### src/design/ssp_regs.svh
`ifndef SSP_REGS_SVH
`define SSP_REGS_SVH
// ----------------------------------------
// register offsets
// ----------------------------------------
`define OFS_CONTROL   4'h0
`define OFS_STATUS    4'h1
`define OFS_BUFFER    4'h2
`define OFS_ADDRESS   4'h3
`define OFS_MASK      4'h4
`define OFS_CONFIG    4'h5
// ----------------------------------------
// control fields
// ----------------------------------------
`define CTL_WRITE_COLLISION_FLAG      7
`define CTL_OVF       6
`define CTL_EN        5
`define CTL_CKREL     4
`define CTL_RESET     8'h10
// ----------------------------------------
// status fields
// ----------------------------------------
`define STS_SLEW      7
`define STS_STOP      4
`define STS_START     3
`define STS_RW        2
`define STS_FULL      0
// ----------------------------------------
// config fields and resets
// ----------------------------------------
`define CFG_TENBIT    0
`define CFG_MASTER    1
`define MASK_RESET    8'hff
`define ADDR_RESET    8'h00
`endif

### src/design/ssp_pkg.sv
package ssp_pkg;
  typedef enum logic [3:0]
  {
    ST_IDLE  = 4'h0,
    ST_ADDR  = 4'h1,
    ST_AACK  = 4'h2,
    ST_ADDR2 = 4'h3,
    ST_AACK2 = 4'h4,
    ST_RX    = 4'h5,
    ST_RACK  = 4'h6,
    ST_TX    = 4'h7,
    ST_TACK  = 4'h8,
    ST_SKIP  = 4'h9
  } state_t;
endpackage : ssp_pkg

### src/design/line_sync.sv
`timescale 1ns/10ps
`default_nettype none
// two flops, then edge detect on the clean copy
module line_sync
(
  // clock and reset
  input  wire logic clk,
  input  wire logic rst_n,
  // pin
  input  wire logic din,
  // clean level and edges
  output logic      level,
  output logic      rise,
  output logic      fall
);
  logic meta_ff;
  logic sync_ff;
  logic last_ff;
  logic nxt_meta;
  logic nxt_sync;
  logic nxt_last;

  always_comb
  begin
    nxt_meta = din;
    nxt_sync = meta_ff;
    nxt_last = sync_ff;
  end

  always_ff @(posedge clk or negedge rst_n)
  begin
    if (!rst_n)
    begin
      meta_ff <= 1'b1;
      sync_ff <= 1'b1;
      last_ff <= 1'b1;
    end
    else
    begin
      meta_ff <= nxt_meta;
      sync_ff <= nxt_sync;
      last_ff <= nxt_last;
    end
  end

  assign level = sync_ff;
  assign rise  = sync_ff & ~last_ff;
  assign fall  = ~sync_ff & last_ff;
endmodule : line_sync
`default_nettype wire

### src/design/ssp_i2c_slave.sv
// Decided for this implementation: the strobed register port and the address map.
`timescale 1ns/10ps
`default_nettype none
`include "ssp_regs.svh"
// Function
// all slave functions; general call address never acknowledged
// start and stop detected in hardware, each sets a sticky event flag
// 7-bit mode compares received address with programmed slave address
// 10-bit addressing selectable by config bit
// mask register picks which address bits are compared
// slew control bit drives pad slew limiter while enabled
// enable bit hands pins to port; clear returns them to gpio
// sample data on clock rise, change output data on clock fall
// driven data stays stable while clock is high
// software sets both pin directions to input first
// open drain pins, pulled low only when needed
// clock release bit clear holds clock low once sampled low
// buffer write during shift-out sets write collision, software clears
// slave overflow discards byte when buffer unread; never in master
module ssp_i2c_slave
(
  // clock and reset
  input  wire logic       clk,
  input  wire logic       rst_n,
  // register port
  input  wire logic [3:0] addr,
  input  wire logic [7:0] wdata,
  input  wire logic       wr,
  input  wire logic       rd,
  output logic      [7:0] rdata,
  // bus pins
  input  wire logic       scl_in,
  output logic            scl_out,
  output logic            scl_oe,
  input  wire logic       sda_in,
  output logic            sda_out,
  output logic            sda_oe,
  // pad control
  input  wire logic       scl_dir_in,
  input  wire logic       sda_dir_in,
  output logic            pins_owned,
  output logic            slew_limit
);
  logic scl_s, scl_r, scl_f, sda_s, sda_r, sda_f;
  line_sync u_scl (.clk(clk), .rst_n(rst_n), .din(scl_in), .level(scl_s), .rise(scl_r), .fall(scl_f));
  line_sync u_sda (.clk(clk), .rst_n(rst_n), .din(sda_in), .level(sda_s), .rise(sda_r), .fall(sda_f));

  // ----------------------------------------
  // state
  // ----------------------------------------
  ssp_pkg::state_t st_ff, nxt_st;
  logic [7:0] ctl_ff, nxt_ctl, sts_ff, nxt_sts, buf_ff, nxt_buf;
  logic [7:0] sadr_ff, nxt_sadr, msk_ff, nxt_msk, cfg_ff, nxt_cfg;
  logic [7:0] sr_ff, nxt_sr, rdata_ff, nxt_rdata;
  logic [3:0] cnt_ff, nxt_cnt;
  logic       full_ff, nxt_full, sda_low_ff, nxt_sda_low, scl_low_ff, nxt_scl_low;
  logic       hit_ff, nxt_hit, own_ff, nxt_own, slew_ff, nxt_slew;
  logic       rw_ff, nxt_rw, start_ff, nxt_start, stop_ff, nxt_stop;

  function automatic logic match(input logic [7:0] a, input logic [7:0] b,
                                 input logic [7:0] m);
    match = ((a ^ b) & m) == 8'h00;
  endfunction : match

  logic en, ten, shifting, bufwr, bufrd;
  logic is_start, is_stop, byte_done;
  assign en        = ctl_ff[`CTL_EN];
  assign ten       = cfg_ff[`CFG_TENBIT];
  assign shifting  = (st_ff == ssp_pkg::ST_TX);
  assign bufwr     = wr && addr == `OFS_BUFFER;
  assign bufrd     = rd && addr == `OFS_BUFFER;
  assign is_start  = en && scl_s && sda_f;
  assign is_stop   = en && scl_s && sda_r;
  assign byte_done = scl_r && cnt_ff == 4'h7;

  // ----------------------------------------
  // next state
  // ----------------------------------------
  always_comb
  begin
    nxt_st = st_ff; nxt_ctl = ctl_ff; nxt_sts = sts_ff; nxt_buf = buf_ff;
    nxt_sadr = sadr_ff; nxt_msk = msk_ff; nxt_cfg = cfg_ff; nxt_sr = sr_ff;
    nxt_cnt = cnt_ff; nxt_full = full_ff; nxt_sda_low = sda_low_ff;
    nxt_hit = hit_ff; nxt_rw = rw_ff; nxt_rdata = 8'h00;
    nxt_start = start_ff; nxt_stop = stop_ff;
    nxt_scl_low = scl_low_ff;
    nxt_own  = en && scl_dir_in && sda_dir_in;
    nxt_slew = en && sts_ff[`STS_SLEW];
    if (wr)
      unique case (addr)
        `OFS_CONTROL: nxt_ctl = wdata;
        `OFS_STATUS:  nxt_sts = wdata;
        `OFS_BUFFER:  nxt_buf = wdata;
        `OFS_ADDRESS: nxt_sadr = wdata;
        `OFS_MASK:    nxt_msk = wdata;
        `OFS_CONFIG:  nxt_cfg = wdata;
        default:      ;
      endcase
    if (bufwr)
      nxt_full = 1'b1;
    if (bufrd)
      nxt_full = 1'b0;
    if (bufwr && shifting)
      nxt_ctl[`CTL_WRITE_COLLISION_FLAG] = 1'b1;
    // stretch only after the master pulled clock low itself
    if (!ctl_ff[`CTL_CKREL] && !scl_s && st_ff != ssp_pkg::ST_IDLE)
      nxt_scl_low = 1'b1;
    if (ctl_ff[`CTL_CKREL])
      nxt_scl_low = 1'b0;
    if (scl_r)
      nxt_sr = {sr_ff[6:0], sda_s};
    if (scl_r)
      nxt_cnt = cnt_ff + 4'h1;
    unique case (st_ff)
      ssp_pkg::ST_IDLE: nxt_sda_low = 1'b0;
      ssp_pkg::ST_ADDR, ssp_pkg::ST_ADDR2, ssp_pkg::ST_RX:
        if (byte_done)
        begin
          if (st_ff == ssp_pkg::ST_ADDR)
          begin
            nxt_rw = sda_s;
            // general call never hits;
            nxt_hit = ({sr_ff[6:0], sda_s} != 8'h00) && (ten ?
              match({sr_ff[6:0], 1'b0}, {5'h1e, sadr_ff[2:1], 1'b0}, {msk_ff[7:1], 1'b0}) :
              match({sr_ff[6:0], 1'b0}, {sadr_ff[7:1], 1'b0}, {msk_ff[7:1], 1'b0}));
          end
          else if (st_ff == ssp_pkg::ST_ADDR2)
            nxt_hit = match(sr_ff[6:0] == 7'h00 ? 8'h00 : {sr_ff[6:0], sda_s}, sadr_ff, msk_ff);
          else if (full_ff)
            nxt_ctl[`CTL_OVF] = !cfg_ff[`CFG_MASTER];
          else
          begin
            nxt_buf = {sr_ff[6:0], sda_s};
            nxt_full = 1'b1;
          end
          nxt_st = ssp_pkg::state_t'(st_ff + 4'h1);
        end
      ssp_pkg::ST_AACK, ssp_pkg::ST_AACK2, ssp_pkg::ST_RACK, ssp_pkg::ST_TACK:
      begin
        // drive ack right after the fall
        if (scl_f && cnt_ff == 4'h8)
          nxt_sda_low = st_ff != ssp_pkg::ST_TACK && hit_ff &&
                        !(st_ff == ssp_pkg::ST_RACK && ctl_ff[`CTL_OVF]);
        if (scl_r)
          nxt_rdata = {7'h00, sda_s};
        if (scl_f && cnt_ff == 4'h9)
        begin
          nxt_cnt = 4'h0;
          nxt_sda_low = 1'b0;
          if (!hit_ff || (st_ff == ssp_pkg::ST_TACK && sda_s))
            nxt_st = ssp_pkg::ST_SKIP;
          else if (st_ff == ssp_pkg::ST_AACK && ten && !rw_ff)
            nxt_st = ssp_pkg::ST_ADDR2;
          else if ((st_ff == ssp_pkg::ST_AACK && rw_ff) || st_ff == ssp_pkg::ST_TACK)
          begin
            nxt_st = ssp_pkg::ST_TX;
            nxt_sr = buf_ff;
            nxt_full = 1'b0;
            nxt_sda_low = !buf_ff[7];
          end
          else
            nxt_st = ssp_pkg::ST_RX;
        end
      end
      ssp_pkg::ST_TX:
      begin
        if (scl_r)
          nxt_sr = sr_ff;
        if (scl_f)
        begin
          nxt_sr = {sr_ff[6:0], 1'b0};
          nxt_sda_low = !sr_ff[6];
        end
        if (scl_f && cnt_ff == 4'h8)
        begin
          nxt_sda_low = 1'b0;
          nxt_st = ssp_pkg::ST_TACK;
        end
      end
      ssp_pkg::ST_SKIP: nxt_sda_low = 1'b0;
      default: nxt_st = ssp_pkg::ST_IDLE;
    endcase
    if (is_start)
    begin
      nxt_start = 1'b1;
      nxt_st = ssp_pkg::ST_ADDR;
      nxt_cnt = 4'h0;
      nxt_sda_low = 1'b0;
    end
    if (is_stop)
    begin
      nxt_stop = 1'b1;
      nxt_st = ssp_pkg::ST_IDLE;
    end
    if (wr && addr == `OFS_STATUS)
    begin
      nxt_start = (start_ff & wdata[`STS_START]) | is_start;
      nxt_stop  = (stop_ff & wdata[`STS_STOP]) | is_stop;
    end
    if (!en)
    begin
      nxt_st = ssp_pkg::ST_IDLE;
      nxt_sda_low = 1'b0;
      nxt_scl_low = 1'b0;
    end
    // pins not handed over: never pull either line
    if (!nxt_own)
    begin
      nxt_sda_low = 1'b0;
      nxt_scl_low = 1'b0;
    end
    if (rd)
      unique case (addr)
        `OFS_CONTROL: nxt_rdata = ctl_ff;
        `OFS_STATUS:  nxt_rdata = {sts_ff[7:5], stop_ff, start_ff, rw_ff, 1'b0, full_ff};
        `OFS_BUFFER:  nxt_rdata = buf_ff;
        `OFS_ADDRESS: nxt_rdata = sadr_ff;
        `OFS_MASK:    nxt_rdata = msk_ff;
        `OFS_CONFIG:  nxt_rdata = cfg_ff;
        default:      nxt_rdata = 8'h00;
      endcase
    else
      nxt_rdata = 8'h00;
  end

  // ----------------------------------------
  // registers
  // ----------------------------------------
  always_ff @(posedge clk or negedge rst_n)
  begin
    if (!rst_n)
    begin
      st_ff <= ssp_pkg::ST_IDLE; ctl_ff <= `CTL_RESET; sts_ff <= 8'h00;
      buf_ff <= 8'h00; sadr_ff <= `ADDR_RESET; msk_ff <= `MASK_RESET;
      cfg_ff <= 8'h00; sr_ff <= 8'h00; cnt_ff <= 4'h0; full_ff <= 1'b0;
      sda_low_ff <= 1'b0; scl_low_ff <= 1'b0; hit_ff <= 1'b0; rw_ff <= 1'b0;
      own_ff <= 1'b0; slew_ff <= 1'b0; start_ff <= 1'b0; stop_ff <= 1'b0;
      rdata_ff <= 8'h00;
    end
    else
    begin
      st_ff <= nxt_st; ctl_ff <= nxt_ctl; sts_ff <= nxt_sts;
      buf_ff <= nxt_buf; sadr_ff <= nxt_sadr; msk_ff <= nxt_msk;
      cfg_ff <= nxt_cfg; sr_ff <= nxt_sr; cnt_ff <= nxt_cnt; full_ff <= nxt_full;
      sda_low_ff <= nxt_sda_low; scl_low_ff <= nxt_scl_low; hit_ff <= nxt_hit;
      rw_ff <= nxt_rw; own_ff <= nxt_own; slew_ff <= nxt_slew;
      start_ff <= nxt_start; stop_ff <= nxt_stop; rdata_ff <= nxt_rdata;
    end
  end

  // open drain: value is always low, enable pulls
  assign rdata      = rdata_ff;
  assign scl_out    = 1'b0;
  assign sda_out    = 1'b0;
  assign scl_oe     = scl_low_ff;
  assign sda_oe     = sda_low_ff;
  assign pins_owned = own_ff;
  assign slew_limit = slew_ff;
endmodule : ssp_i2c_slave
`default_nettype wire

### config.mk
export PLATFORM = sky130hd
export DESIGN_NAME = ssp_i2c_slave
export DESIGN_NICKNAME = d
export VERILOG_FILES = /design/src/design/ssp_pkg.sv /design/src/design/line_sync.sv /design/src/design/ssp_i2c_slave.sv
export VERILOG_INCLUDE_DIRS = /design/src /design/src/design
export SDC_FILE = /design/constraint.sdc
export NUM_CORES = 1
export LEC_CHECK = 0
export ABC_AREA = 1
export BUFFER_PORTS_ARGS = -buffer_cell sky130_fd_sc_hd__buf_2
export CORE_UTILIZATION = 30
export CTS_CLUSTER_SIZE = 30
export DETAILED_ROUTE_END_ITERATION = 8
export PLACE_DENSITY = 0.55
export SETUP_SLACK_MARGIN = 0.02
export SLEW_MARGIN = 15
export SYNTH_ARGS = -nofsm -noshare
export SYNTH_HDL_FRONTEND = slang
export SYNTH_SLANG_ARGS = --single-unit
### constraint.sdc
create_clock -name clk -period 1.6 [get_ports clk]
set_clock_uncertainty 0.15 [all_clocks]
set_input_delay 0.08 -clock clk [delete_from_list [all_inputs] [get_ports clk]]
set_output_delay 0.08 -clock clk [all_outputs]
set_load 0.05 [all_outputs]
==> results.sh, run 1 <==
export IMPL_gp_congestion=0.924
export IMPL_multi_input_area_sq_um=2420
export IMPL_synth_top_family_by_area="simple AND/OR/NAND/NOR gates"
export IMPL_internal_power_mw=4.72
export IMPL_p_sw_mw=2.26
export IMPL_grt_pass1_vias=4252
export IMPL_setup_viol=24
export IMPL_dp_hpwl_um=9900
export IMPL_overflow=0
export IMPL_fin_nets=731
export IMPL_topRoutingLayerUsed="met4"
export IMPL_clockBufferDepth=2
export IMPL_drtPass1Iterations=5
export IMPL_dieHeight_um=125
export IMPL_yosys_top_cells_count="nand2_1, o21ai_0, inv_1, dfrtp_1, nor2_1"
export IMPL_synth_edff_count=0
export IMPL_vias=4331
export IMPL_max_cap_viol_count=0
export IMPL_grt_pass1_wl_um=22300
export IMPL_synth_seq_cells=81
export IMPL_r2r_cells=8
export IMPL_drc=0
export IMPL_period_needed_ns=1.74
export IMPL_p_leak_nw=2.92
export IMPL_synth_compound_area_share_pct=17.1
export IMPL_tritoncts="built"
export IMPL_numCtsBuffers=9
export IMPL_drt_iter0_markers=307
export IMPL_critPathRequiredTime_ns=1.68
export IMPL_synth_cell_types=37
export IMPL_initial_utilization_pct=30.9
export IMPL_synth_most_common_cell="nand2_1"
export IMPL_synth_mux_area_share_pct=0
export IMPL_hold_violations=0
export IMPL_combinationalPowerShare_pct=26.2
export IMPL_crit_path_end_kind="flip-flop"
export IMPL_worst_ir_drop_vdd_mv=0.507
export IMPL_tns_ns=-2.71
export IMPL_antenna_found_initial=0
export IMPL_die_x_um=125
export IMPL_maxSlewViolCount=0
export IMPL_wl_met3_um=452
export IMPL_clkSlewWorstSetupHoldPaths_ns=0.06
export IMPL_p_seq_share_pct=39.2
export IMPL_root_buffer="clkbuf_16"
export IMPL_cp_data_arrival_time_ns=1.82
export IMPL_yosys_area_share_xor_xnor_pct=0.583
export IMPL_fin_ws_ns=-0.143
export IMPL_synth_simple_area_share_pct=26.4
export IMPL_core_sq_um=14600
export IMPL_io_pin_count=34
export IMPL_track_usage_pct=18.3
export IMPL_synthToLayoutAreaGrowth_pct=39.9
export IMPL_routed_wl_um=13900
export IMPL_cts_sinks=81
export IMPL_critPathLaunchType="flip-flop"
export IMPL_grt_max_degree=82
export IMPL_synth_avg_cell_area_sq_um=7.68
export IMPL_synthArstFlopShare_pct=100
export IMPL_synth_top_area_share_pct=36.6
export IMPL_register_area_sq_um=2050
export IMPL_hold_path_class="input pin to flip-flop"
export IMPL_synth_top_flop_cell="dfrtp_1"
export IMPL_ys_seq_area_share_pct=45.4
export IMPL_core_rowCount=44
export IMPL_ant_nets=0
export IMPL_drive_gt1_share_pct=34.6
export IMPL_wl_met1_um=6230
export IMPL_synth_top_cell_by_area="dfrtp_1"
export IMPL_ys_warn_count=0
export IMPL_syn_area_sq_um=4510
export IMPL_yosys_area_share_adder_pct=1.94
export IMPL_sw_frac_of_total_pct=32.3
export IMPL_clock_latency_ns=0.34
export IMPL_path_max_fanout=8
export IMPL_viasPerCell=4.85
export IMPL_netlist_instances=587
export IMPL_post_place_ws_ns=-0.233
export IMPL_routed_wl_met2_um=6820
export IMPL_routedWlPerCell_um=15.5
export IMPL_min_path_cells=6
export IMPL_num_antenna_cells=0
export IMPL_status="complete, but fails checks"
export IMPL_rsz0062_at_grt="yes"
export IMPL_critical_path_class="flip-flop to flip-flop"
export IMPL_p_clk_share_pct=34.6
export IMPL_n_fill_cell=1446
export IMPL_cellPowerDensity_nw_per_um2=1110
export IMPL_clock_fmax_ghz=0.574
export IMPL_numPortBuffers=31
export IMPL_die_area_sq_um=15500
export IMPL_synthTopCellsByArea="dfrtp_1, nand2_1, dfstp_2"
export IMPL_period_share_pct=109
export IMPL_htreeDepth=3
export IMPL_hold_ws_ns=0.0984
export IMPL_failed_checks="setup timing"
[per-layer routing]
layer	GRT usage (%)	vias to the layer above
met2	29.7	87
met5	0	-
li1	-	2143
met4	8.29	0
met3	2.45	21
met1	24.1	2080
[stage by stage]
stage / cell area (sq um) / util [%] / instances / power (mW)
floorplan: 4520 / - / 588 / 3.63
global placement: 5300 / 36.3 / 850 / 4.27
detailed placement: 5300 / 36.3 / 850 / 4.30
CTS: 6110 / 41.9 / 889 / 6.92
global route: 6310 / 43.3 / 893 / 7.33
finish: 6310 / 43.3 / 893 / 6.98
[worst max-delay path, cell delays in order, from the launching register on]
cell	delay, ns
dfstp_2	0.53
inv_2	0.05
nor2_4	0.15
nand4_4	0.16
nor2_4	0.16
nand3_4	0.13
buf_12	0.19
nand2_4	0.05
o21ai_2	0.05
[timing repair]
| item | CTS | global route |
|---|---|---|
| hold buffers | 14 | 0 |
| buffers inserted | 8 | 6 |
| resized for setup | 68 | 44 |
| pin swaps | 22 | 22 |
| cloned | 1 | 0 |
| endpoints found under the hold margin | 124 | 0 |
| endpoints found under the setup margin | 27 | 28 |
[worst paths after layout]
kind	startpoint	to	slack, ns
setup / recovery	u_scl.level	buf_ff[7]	-0.14
hold / removal	addr[2]	ctl_ff[7]	0.1
setup reg to reg	u_scl.level	buf_ff[7]	-0.14
hold reg to reg	u_scl.meta_ff	u_scl.level	0.20
max in group asynchronous	rst_n	msk_ff[2]	0.77
min in group asynchronous	rst_n	sts_ff[5]	0.16
[flip-flops by register name, summed over array words and instances, names as in the netlist, 3 cells and up]
signal	cells
sadr_ff	8
cnt_ff	4
sr_ff	7
sts_ff	3
buf_ff	8
msk_ff	8
cfg_ff	8
st_ff	4
ctl_ff	8
rdata	8
[cell usage in the layout, fill, tap and decap left out, types with 15 or more instances in the layout]
| cell | Yosys | routed |
|---|---|---|
| nand2_1 | 138 | 118 |
| o21ai_0 | 73 | 70 |
| dfrtp_1 | 66 | 63 |
| inv_1 | 68 | 60 |
| buf_4 | 3 | 58 |
| nor2_1 | 42 | 36 |
| buf_2 | 5 | 30 |
| a21oi_1 | 30 | 27 |
| nand3_1 | 28 | 20 |
| nand2_2 | 10 | 19 |
| inv_2 | 14 | 16 |
| dfstp_2 | 15 | 15 |
[final cells by class]
type,instances,area share (%)
clock buffers,10,3.63
multi-input cells,412,38.4
well taps,184,3.65
inverters,84,5.39
clock inverters,6,1.84
flip-flops and latches,81,32.5
repair buffers,116,14.6
[power groups by stage]
stage	clock network (mW)	registers, mW	logic [mW]
4_1_cts	2.47	2.73	1.73
3_5_place_dp	0	2.74	1.55
3_3_place_gp	0	2.73	1.53
5_1_grt	2.53	2.78	2.02
6_report	2.42	2.74	1.82
2_1_floorplan	0	2.75	0.883
[cells by family (layout without fill, tap and decap cells)]
family | count (synthesis) | after routing
AO/OA/AOI/OAI | 142 | 142
XOR/XNOR | 3 | 3
adder cells (fa/ha/maj) | 7 | 7
buffers and inverters | 95 | 216
flip-flops | 81 | 81
other | 1 | 2
AND/OR/NAND/NOR | 258 | 258
Power figures use the tool's default switching activity.
==> run 2: changes to the inputs <==
--- a/config.mk
+++ b/config.mk
@@ -6,13 +6,13 @@
 export SDC_FILE = /design/constraint.sdc
 export NUM_CORES = 1
 export LEC_CHECK = 0
-export ABC_AREA = 1
 export BUFFER_PORTS_ARGS = -buffer_cell sky130_fd_sc_hd__buf_2
 export CORE_UTILIZATION = 30
 export CTS_CLUSTER_SIZE = 30
 export DETAILED_ROUTE_END_ITERATION = 8
 export PLACE_DENSITY = 0.55
 export SETUP_SLACK_MARGIN = 0.02
+export SKIP_LAST_GASP = 1
 export SLEW_MARGIN = 15
 export SYNTH_ARGS = -nofsm -noshare
 export SYNTH_HDL_FRONTEND = slang
==> run 2 against run 1 <==
Effect of this change:
- the run still ends with setup timing left
- sequential power is 5% higher
- wire length is 2.9% lower
- area after synthesis is 0.64% lower
- clock power hardly changed
- clock-buffer cell count stayed put
- combinational power is 82% higher
- critical path depth is 1 lower
- via count is 10% lower
- maximum frequency is 16% lower
- design area is 1.6% higher
- non-clock buffer count is 50 higher
- global-route usage is 0.35 points lower
- critical path type unchanged
- highest routed layer unchanged
==> results.sh, run 2 <==
export IMPL_critPathLaunchType="flip-flop"
export IMPL_holdCritStartpoint="wr"
export IMPL_min_to="ctl_ff[7]"
export IMPL_clkSlewWorstSetupHoldPaths_ns=0.07
export IMPL_grt_pass1_wl_um=21900
export IMPL_dp_hpwl_um=10000
export IMPL_cp_buffers_inverters=1
export IMPL_dieHeight_um=124
export IMPL_failed_checks="setup timing"
export IMPL_fin_nets=591
export IMPL_root_buffer="clkbuf_16"
export IMPL_clock_fmax_ghz=0.484
export IMPL_crit_family="compound AO/OA/AOI/OAI gates"
export IMPL_core_sq_um=14500
export IMPL_cp_cell_sequence="inv_4, ha_4, and4bb_1, o211ai_4, o22ai_2, a22oi_2, a21o_1"
export IMPL_reg2reg_slack_ns=-0.47
export IMPL_multi_input_area_sq_um=2450
export IMPL_cts_sinks=81
export IMPL_stdcell_count=753
export IMPL_post_place_ws_ns=-0.530
export IMPL_ys_seq_area_share_pct=45.6
export IMPL_antenna_found_initial=0
export IMPL_rr_endpoint="sr_ff[2]"
export IMPL_synth_edff_count=0
export IMPL_mostFrequentLayoutCell="buf_4"
export IMPL_die_area_sq_um=15400
export IMPL_crit_path_end_kind="flip-flop"
export IMPL_synth_cell_types=75
export IMPL_clock_latency_ns=0.34
export IMPL_rr_startpoint="st_ff[0]"
export IMPL_initial_utilization_pct=30.8
export IMPL_critPathRequiredTime_ns=1.73
export IMPL_worst_ir_drop_vdd_mv=0.949
export IMPL_period_needed_ns=2.07
export IMPL_hold_path_class="input pin to flip-flop"
export IMPL_numCtsBuffers=9
export IMPL_drc=0
export IMPL_synth_avg_cell_area_sq_um=11.1
export IMPL_max_cap_viol_count=0
export IMPL_synth_top_cell_by_area="dfrtp_1"
export IMPL_rsz0062_at_grt="yes"
export IMPL_n_fill_cell=1393
export IMPL_setup_viol=30
export IMPL_synth_most_common_cell="dfrtp_1"
export IMPL_synthToLayoutAreaGrowth_pct=43.1
export IMPL_tritoncts="built"
export IMPL_synthArstFlopShare_pct=100
export IMPL_drt_iter0_markers=292
export IMPL_tns_ns=-10.13
export IMPL_crit_slowest_cell="dfrtp_2"
export IMPL_htreeDepth=3
export IMPL_netlist_instances=405
export IMPL_synth_top_flop_cell="dfrtp_1"
export IMPL_min_path_cells=3
export IMPL_hold_ws_ns=0.0853
export IMPL_maxSlewViolCount=0
export IMPL_ys_warn_count=0
export IMPL_routed_wl_um=13500
export IMPL_synth_seq_cells=81
export IMPL_io_pin_count=34
export IMPL_track_usage_pct=17.9
export IMPL_grt_pass1_vias=4102
export IMPL_vias=3894
export IMPL_num_antenna_cells=0
export IMPL_drtPass1Iterations=6
export IMPL_core_rowCount=44
export IMPL_p_leak_nw=2.94
export IMPL_status="complete, but fails checks"
export IMPL_synth_top_area_share_pct=36.9
export IMPL_period_share_pct=129
export IMPL_overflow=0
export IMPL_fin_ws_ns=-0.466
export IMPL_clockBufferDepth=2
export IMPL_r2r_cells=7
export IMPL_max_stage_delay_ns=0.42
export IMPL_viasPerCell=5.17
export IMPL_grt_max_degree=36
export IMPL_dp_cells=702
export IMPL_syn_area_sq_um=4480
export IMPL_routedWlPerCell_um=17.9
export IMPL_synthTopCellsByArea="dfrtp_1, dfstp_2, mux2_2"
export IMPL_path_max_fanout=7
export IMPL_numPortBuffers=31
export IMPL_die_x_um=124
export IMPL_critical_path_class="flip-flop to flip-flop"
export IMPL_cp_data_arrival_time_ns=2.19
export IMPL_drive_gt1_share_pct=46.7
export IMPL_mostFrequentLayoutCells="buf_4, dfrtp_1, mux2_2"
export IMPL_cellPowerDensity_nw_per_um2=1340
export IMPL_gp_congestion=0.868
export IMPL_hold_violations=0
export IMPL_register_area_sq_um=2050
export IMPL_ant_nets=0
export IMPL_yosys_top_cells_count="dfrtp_1, mux2_2, nand2_1, nor2_1, o21ai_0"
-- run 2: cell count changes in the layout (fill, tap and decap cells not counted), sizes merged, moves of 27 or more --
cell	change
buf	+49
inv	-62
mux2	+43
nand2	-123
nand3	-30
nor2	-27
o21ai	-72
-- run 2: layout make-up --
class | instances | area share, %
Sequential cell | 81 | 32.0
Timing Repair Buffer | 166 | 19.8
Inverter | 19 | 1.15
Tap cell | 184 | 3.59
Multi-Input combinational cell | 287 | 38.2
Clock inverter | 6 | 1.76
Clock buffer | 10 | 3.57
-- run 2: metal layers --
layer	routed length, um	share of wire [%]	up-vias	track usage, %
met3	424	3.1	19	2.67
met5	0	0	-	0
met2	6480	48	81	29.2
li1	-	-	1816	-
met4	289	2.1	0	5.88
met1	6290	47	1978	24.3
-- run 2: worst max path at each step --
stage | from | to | slack (ns) | cells past startpoint
2_1_floorplan | st_ff[0] | sda_oe | -0.29 | 7
3_3_place_gp | st_ff[0] | sr_ff[1] | -0.43 | 7
6_report | st_ff[0] | sr_ff[2] | -0.47 | 7
4_1_cts | st_ff[0] | sr_ff[6] | -0.45 | 7
5_1_grt | st_ff[0] | sr_ff[3] | -0.54 | 7
3_5_place_dp | st_ff[0] | sr_ff[6] | -0.53 | 7
-- run 2: cells by family after synthesis --
| family | share of synthesized area, % |
|---|---|
| XOR/XNOR | 2.54 |
| AND/OR/NAND/NOR | 14.3 |
| AO/OA/AOI/OAI | 17.4 |
| adder cells (fa/ha/maj) | 1.95 |
| other | 0.0837 |
| multiplexers | 13.9 |
| buffers and inverters | 4.16 |
| flip-flops | 45.6 |
-- run 2: worst reg2reg max path, delay by kind of cell, from the launching register on --
family | cells | cell delay [ns]
AO/OA/AOI/OAI | 4 | 0.95
adder cells (fa/ha/maj) | 1 | 0.19
AND/OR/NAND/NOR | 1 | 0.22
buffers and inverters | 1 | 0.07
flip-flops | 1 | 0.42
-- run 2: metrics by stage --
stage	power (mW)	util [%]	area, sq um
final	8.59	44.1	6410
after CTS	8.41	43.2	6280
after detailed placement	5.67	38.4	5580
after global placement	5.61	38.4	5580
after floorplan	4.40	-	4540
after global routing	9.02	44.1	6410
-- run 2: power by group --
part	internal [mW]	leakage [nW]	switching (mW)
sequential	2.50	0.976	0.379
combinational	1.75	1.80	1.56
clock	1.54	0.167	0.867
total	5.79	2.94	2.81
-- run 2: what timing repair did --
action / in CTS / in global routing
pin swaps: 16 / 15
hold buffers: 15 / 0
resized for setup: 23 / 17
hold endpoints to repair: 128 / 0
buffers inserted: 14 / 9
setup endpoints to repair: 31 / 34
cloned: 0 / 0
==> run 3: changes to the inputs <==
--- a/config.mk
+++ b/config.mk
@@ -6,7 +6,7 @@
 export SDC_FILE = /design/constraint.sdc
 export NUM_CORES = 1
 export LEC_CHECK = 0
-export BUFFER_PORTS_ARGS = -buffer_cell sky130_fd_sc_hd__buf_2
+export BUFFER_PORTS_ARGS = -buffer_cell sky130_fd_sc_hd__buf_4
 export CORE_UTILIZATION = 30
 export CTS_CLUSTER_SIZE = 30
 export DETAILED_ROUTE_END_ITERATION = 8
==> run 3 against run 2 <==
Effect of this change:
- the flow still finishes with violations (setup timing)
- die area is the same
- sequential share of layout area shrank 0.80 points
- sequential power is essentially flat
- clock power shrank 9.6%
- register-to-register slack is essentially flat
- via count grew 0.56%
- utilization grew 1.1 points
==> results.sh, run 3 (synthesis gave the netlist of run 2 again) <==
export IMPL_setup_viol=29
export IMPL_clock_fmax_ghz=0.486
export IMPL_dpl_instance_area_sq_um=5520
export IMPL_mostFrequentLayoutCells="buf_4, dfrtp_1, mux2_2"
export IMPL_synthToLayoutAreaGrowth_pct=46.7
export IMPL_tritoncts="built"
export IMPL_mostFrequentLayoutCell="buf_4"
export IMPL_initial_utilization_pct=30.8
export IMPL_grt_max_degree=31
export IMPL_r2r_cells=8
export IMPL_clock_latency_ns=0.34
export IMPL_core_sq_um=14500
export IMPL_drt_iter0_markers=312
export IMPL_maxSlewViolCount=0
export IMPL_cp_cell_sequence="buf_6, ha_4, and4bb_1, o211ai_4, o32ai_2, a22oi_2, buf_4, a21o_1"
export IMPL_overflow=0
export IMPL_cp_buffers_inverters=2
export IMPL_clkSlewWorstSetupHoldPaths_ns=0.06
export IMPL_viasPerCell=5.25
export IMPL_crit_path_end_kind="flip-flop"
export IMPL_rr_startpoint="st_ff[1]"
export IMPL_grt_pass1_wl_um=22000
export IMPL_ant_nets=0
export IMPL_numPortBuffers=31
export IMPL_period_share_pct=129
export IMPL_failed_checks="setup timing"
export IMPL_p_leak_nw=3.04
export IMPL_critPathLaunchType="flip-flop"
export IMPL_grt_pass1_vias=4018
export IMPL_track_usage_pct=18.2
export IMPL_crit_family="compound AO/OA/AOI/OAI gates"
export IMPL_routed_wl_met2_um=6530
export IMPL_hold_path_class="input pin to flip-flop"
export IMPL_wl_met3_um=564
export IMPL_topRoutingLayerUsed="met4"
export IMPL_max_stage_delay_ns=0.44
export IMPL_path_max_fanout=7
export IMPL_hold_ws_ns=0.0168
export IMPL_wl_met1_um=6260
export IMPL_cts_sinks=81
export IMPL_num_antenna_cells=0
export IMPL_die_x_um=124
export IMPL_dp_hpwl_um=9650
export IMPL_finalInstanceArea_sq_um=6570
export IMPL_period_needed_ns=2.06
export IMPL_drive_gt1_share_pct=50.2
export IMPL_io_pin_count=34
export IMPL_design_power_total_mw=8.53
export IMPL_critical_path_class="flip-flop to flip-flop"
export IMPL_dieHeight_um=124
export IMPL_htreeDepth=3
export IMPL_crit_slowest_cell="dfrtp_2"
export IMPL_fin_nets=584
export IMPL_die_area_sq_um=15400
export IMPL_rsz0062_at_grt="yes"
export IMPL_gp_congestion=0.862
export IMPL_holdCritStartpoint="addr[3]"
export IMPL_min_to="rdata[1]"
export IMPL_min_path_cells=4
export IMPL_clockBufferDepth=2
export IMPL_critPathRequiredTime_ns=1.73
export IMPL_fin_util_pct=45.2
export IMPL_numCtsBuffers=9
export IMPL_drtPass1Iterations=6
export IMPL_cellPowerDensity_nw_per_um2=1300
export IMPL_rr_endpoint="sr_ff[1]"
export IMPL_drc=0
export IMPL_hold_violations=0
export IMPL_routedWlPerCell_um=18.3
export IMPL_core_rowCount=44
export IMPL_reg2reg_slack_ns=-0.46
export IMPL_fin_ws_ns=-0.459
export IMPL_worst_ir_drop_vdd_mv=0.706
export IMPL_max_cap_viol_count=0
export IMPL_root_buffer="clkbuf_16"
export IMPL_vias=3916
export IMPL_status="complete, but fails checks"
export IMPL_routed_wl_um=13700
export IMPL_cp_data_arrival_time_ns=2.19
export IMPL_antenna_found_initial=0
==> run 3: worst register-to-register path, stage by stage (launching register included) <==
cell,delay [ns]
dfrtp_2,0.44
buf_6,0.13
ha_4,0.17
and4bb_1,0.23
o211ai_4,0.31
o32ai_2,0.15
a22oi_2,0.17
buf_4,0.15
a21o_1,0.11
==> run 3: power by group <==
part           switching, mW  total [mW]  internal (mW)
clock                  0.866        2.17           1.30
sequential             0.376        2.87           2.50
combinational           1.68        3.49           1.81
total                   2.92        8.53           5.61
==> run 3: area by class of cell <==
cell class                 count  area, sq um
fill                        1371         7960
multi-input combinational    287         2570
sequential                    81         2050
timing repair buffer         159         1340
clock buffer                  11          253
tap                          184          230
inverter                      19         71.3
clock inverter                 5         60.1
==> run 3: worst max path at each step <==
| stage | startpoint | end | slack (ns) | cells after the start |
|---|---|---|---|---|
| 4_1_cts | st_ff[1] | sr_ff[5] | -0.41 | 8 |
| 3_5_place_dp | st_ff[0] | sr_ff[5] | -0.49 | 7 |
| 6_report | st_ff[1] | sr_ff[1] | -0.46 | 8 |
| 2_1_floorplan | st_ff[0] | sda_oe | -0.29 | 7 |
| 3_3_place_gp | st_ff[0] | sr_ff[1] | -0.41 | 7 |
| 5_1_grt | st_ff[1] | st_ff[3] | -0.55 | 7 |
==> run 3: through the flow <==
stage	instances	setup WS [ns]	setup TNS, ns
4_1_cts	739	-0.412	-8.11
2_1_floorplan	406	-0.290	-4.13
3_3_place_gp	684	-0.408	-8.59
3_5_place_dp	684	-0.493	-10.39
5_1_grt	746	-0.552	-11.74
6_report	746	-0.459	-9.25
==> run 3: what timing repair did <==
action	in CTS	in global routing
resized for setup	65	24
hold buffers	14	0
pin swaps	40	12
setup buffers	24	10
endpoints found under the hold margin	121	0
endpoints found under the setup margin	30	32
gates cloned	2	0
==> run 3: metal layers <==
layer  up-vias  GRT usage (%)
met3        20           2.63
met4         0           7.44
met1      1978           24.2
met2       104           29.6
met5         -              0
li1       1814              -
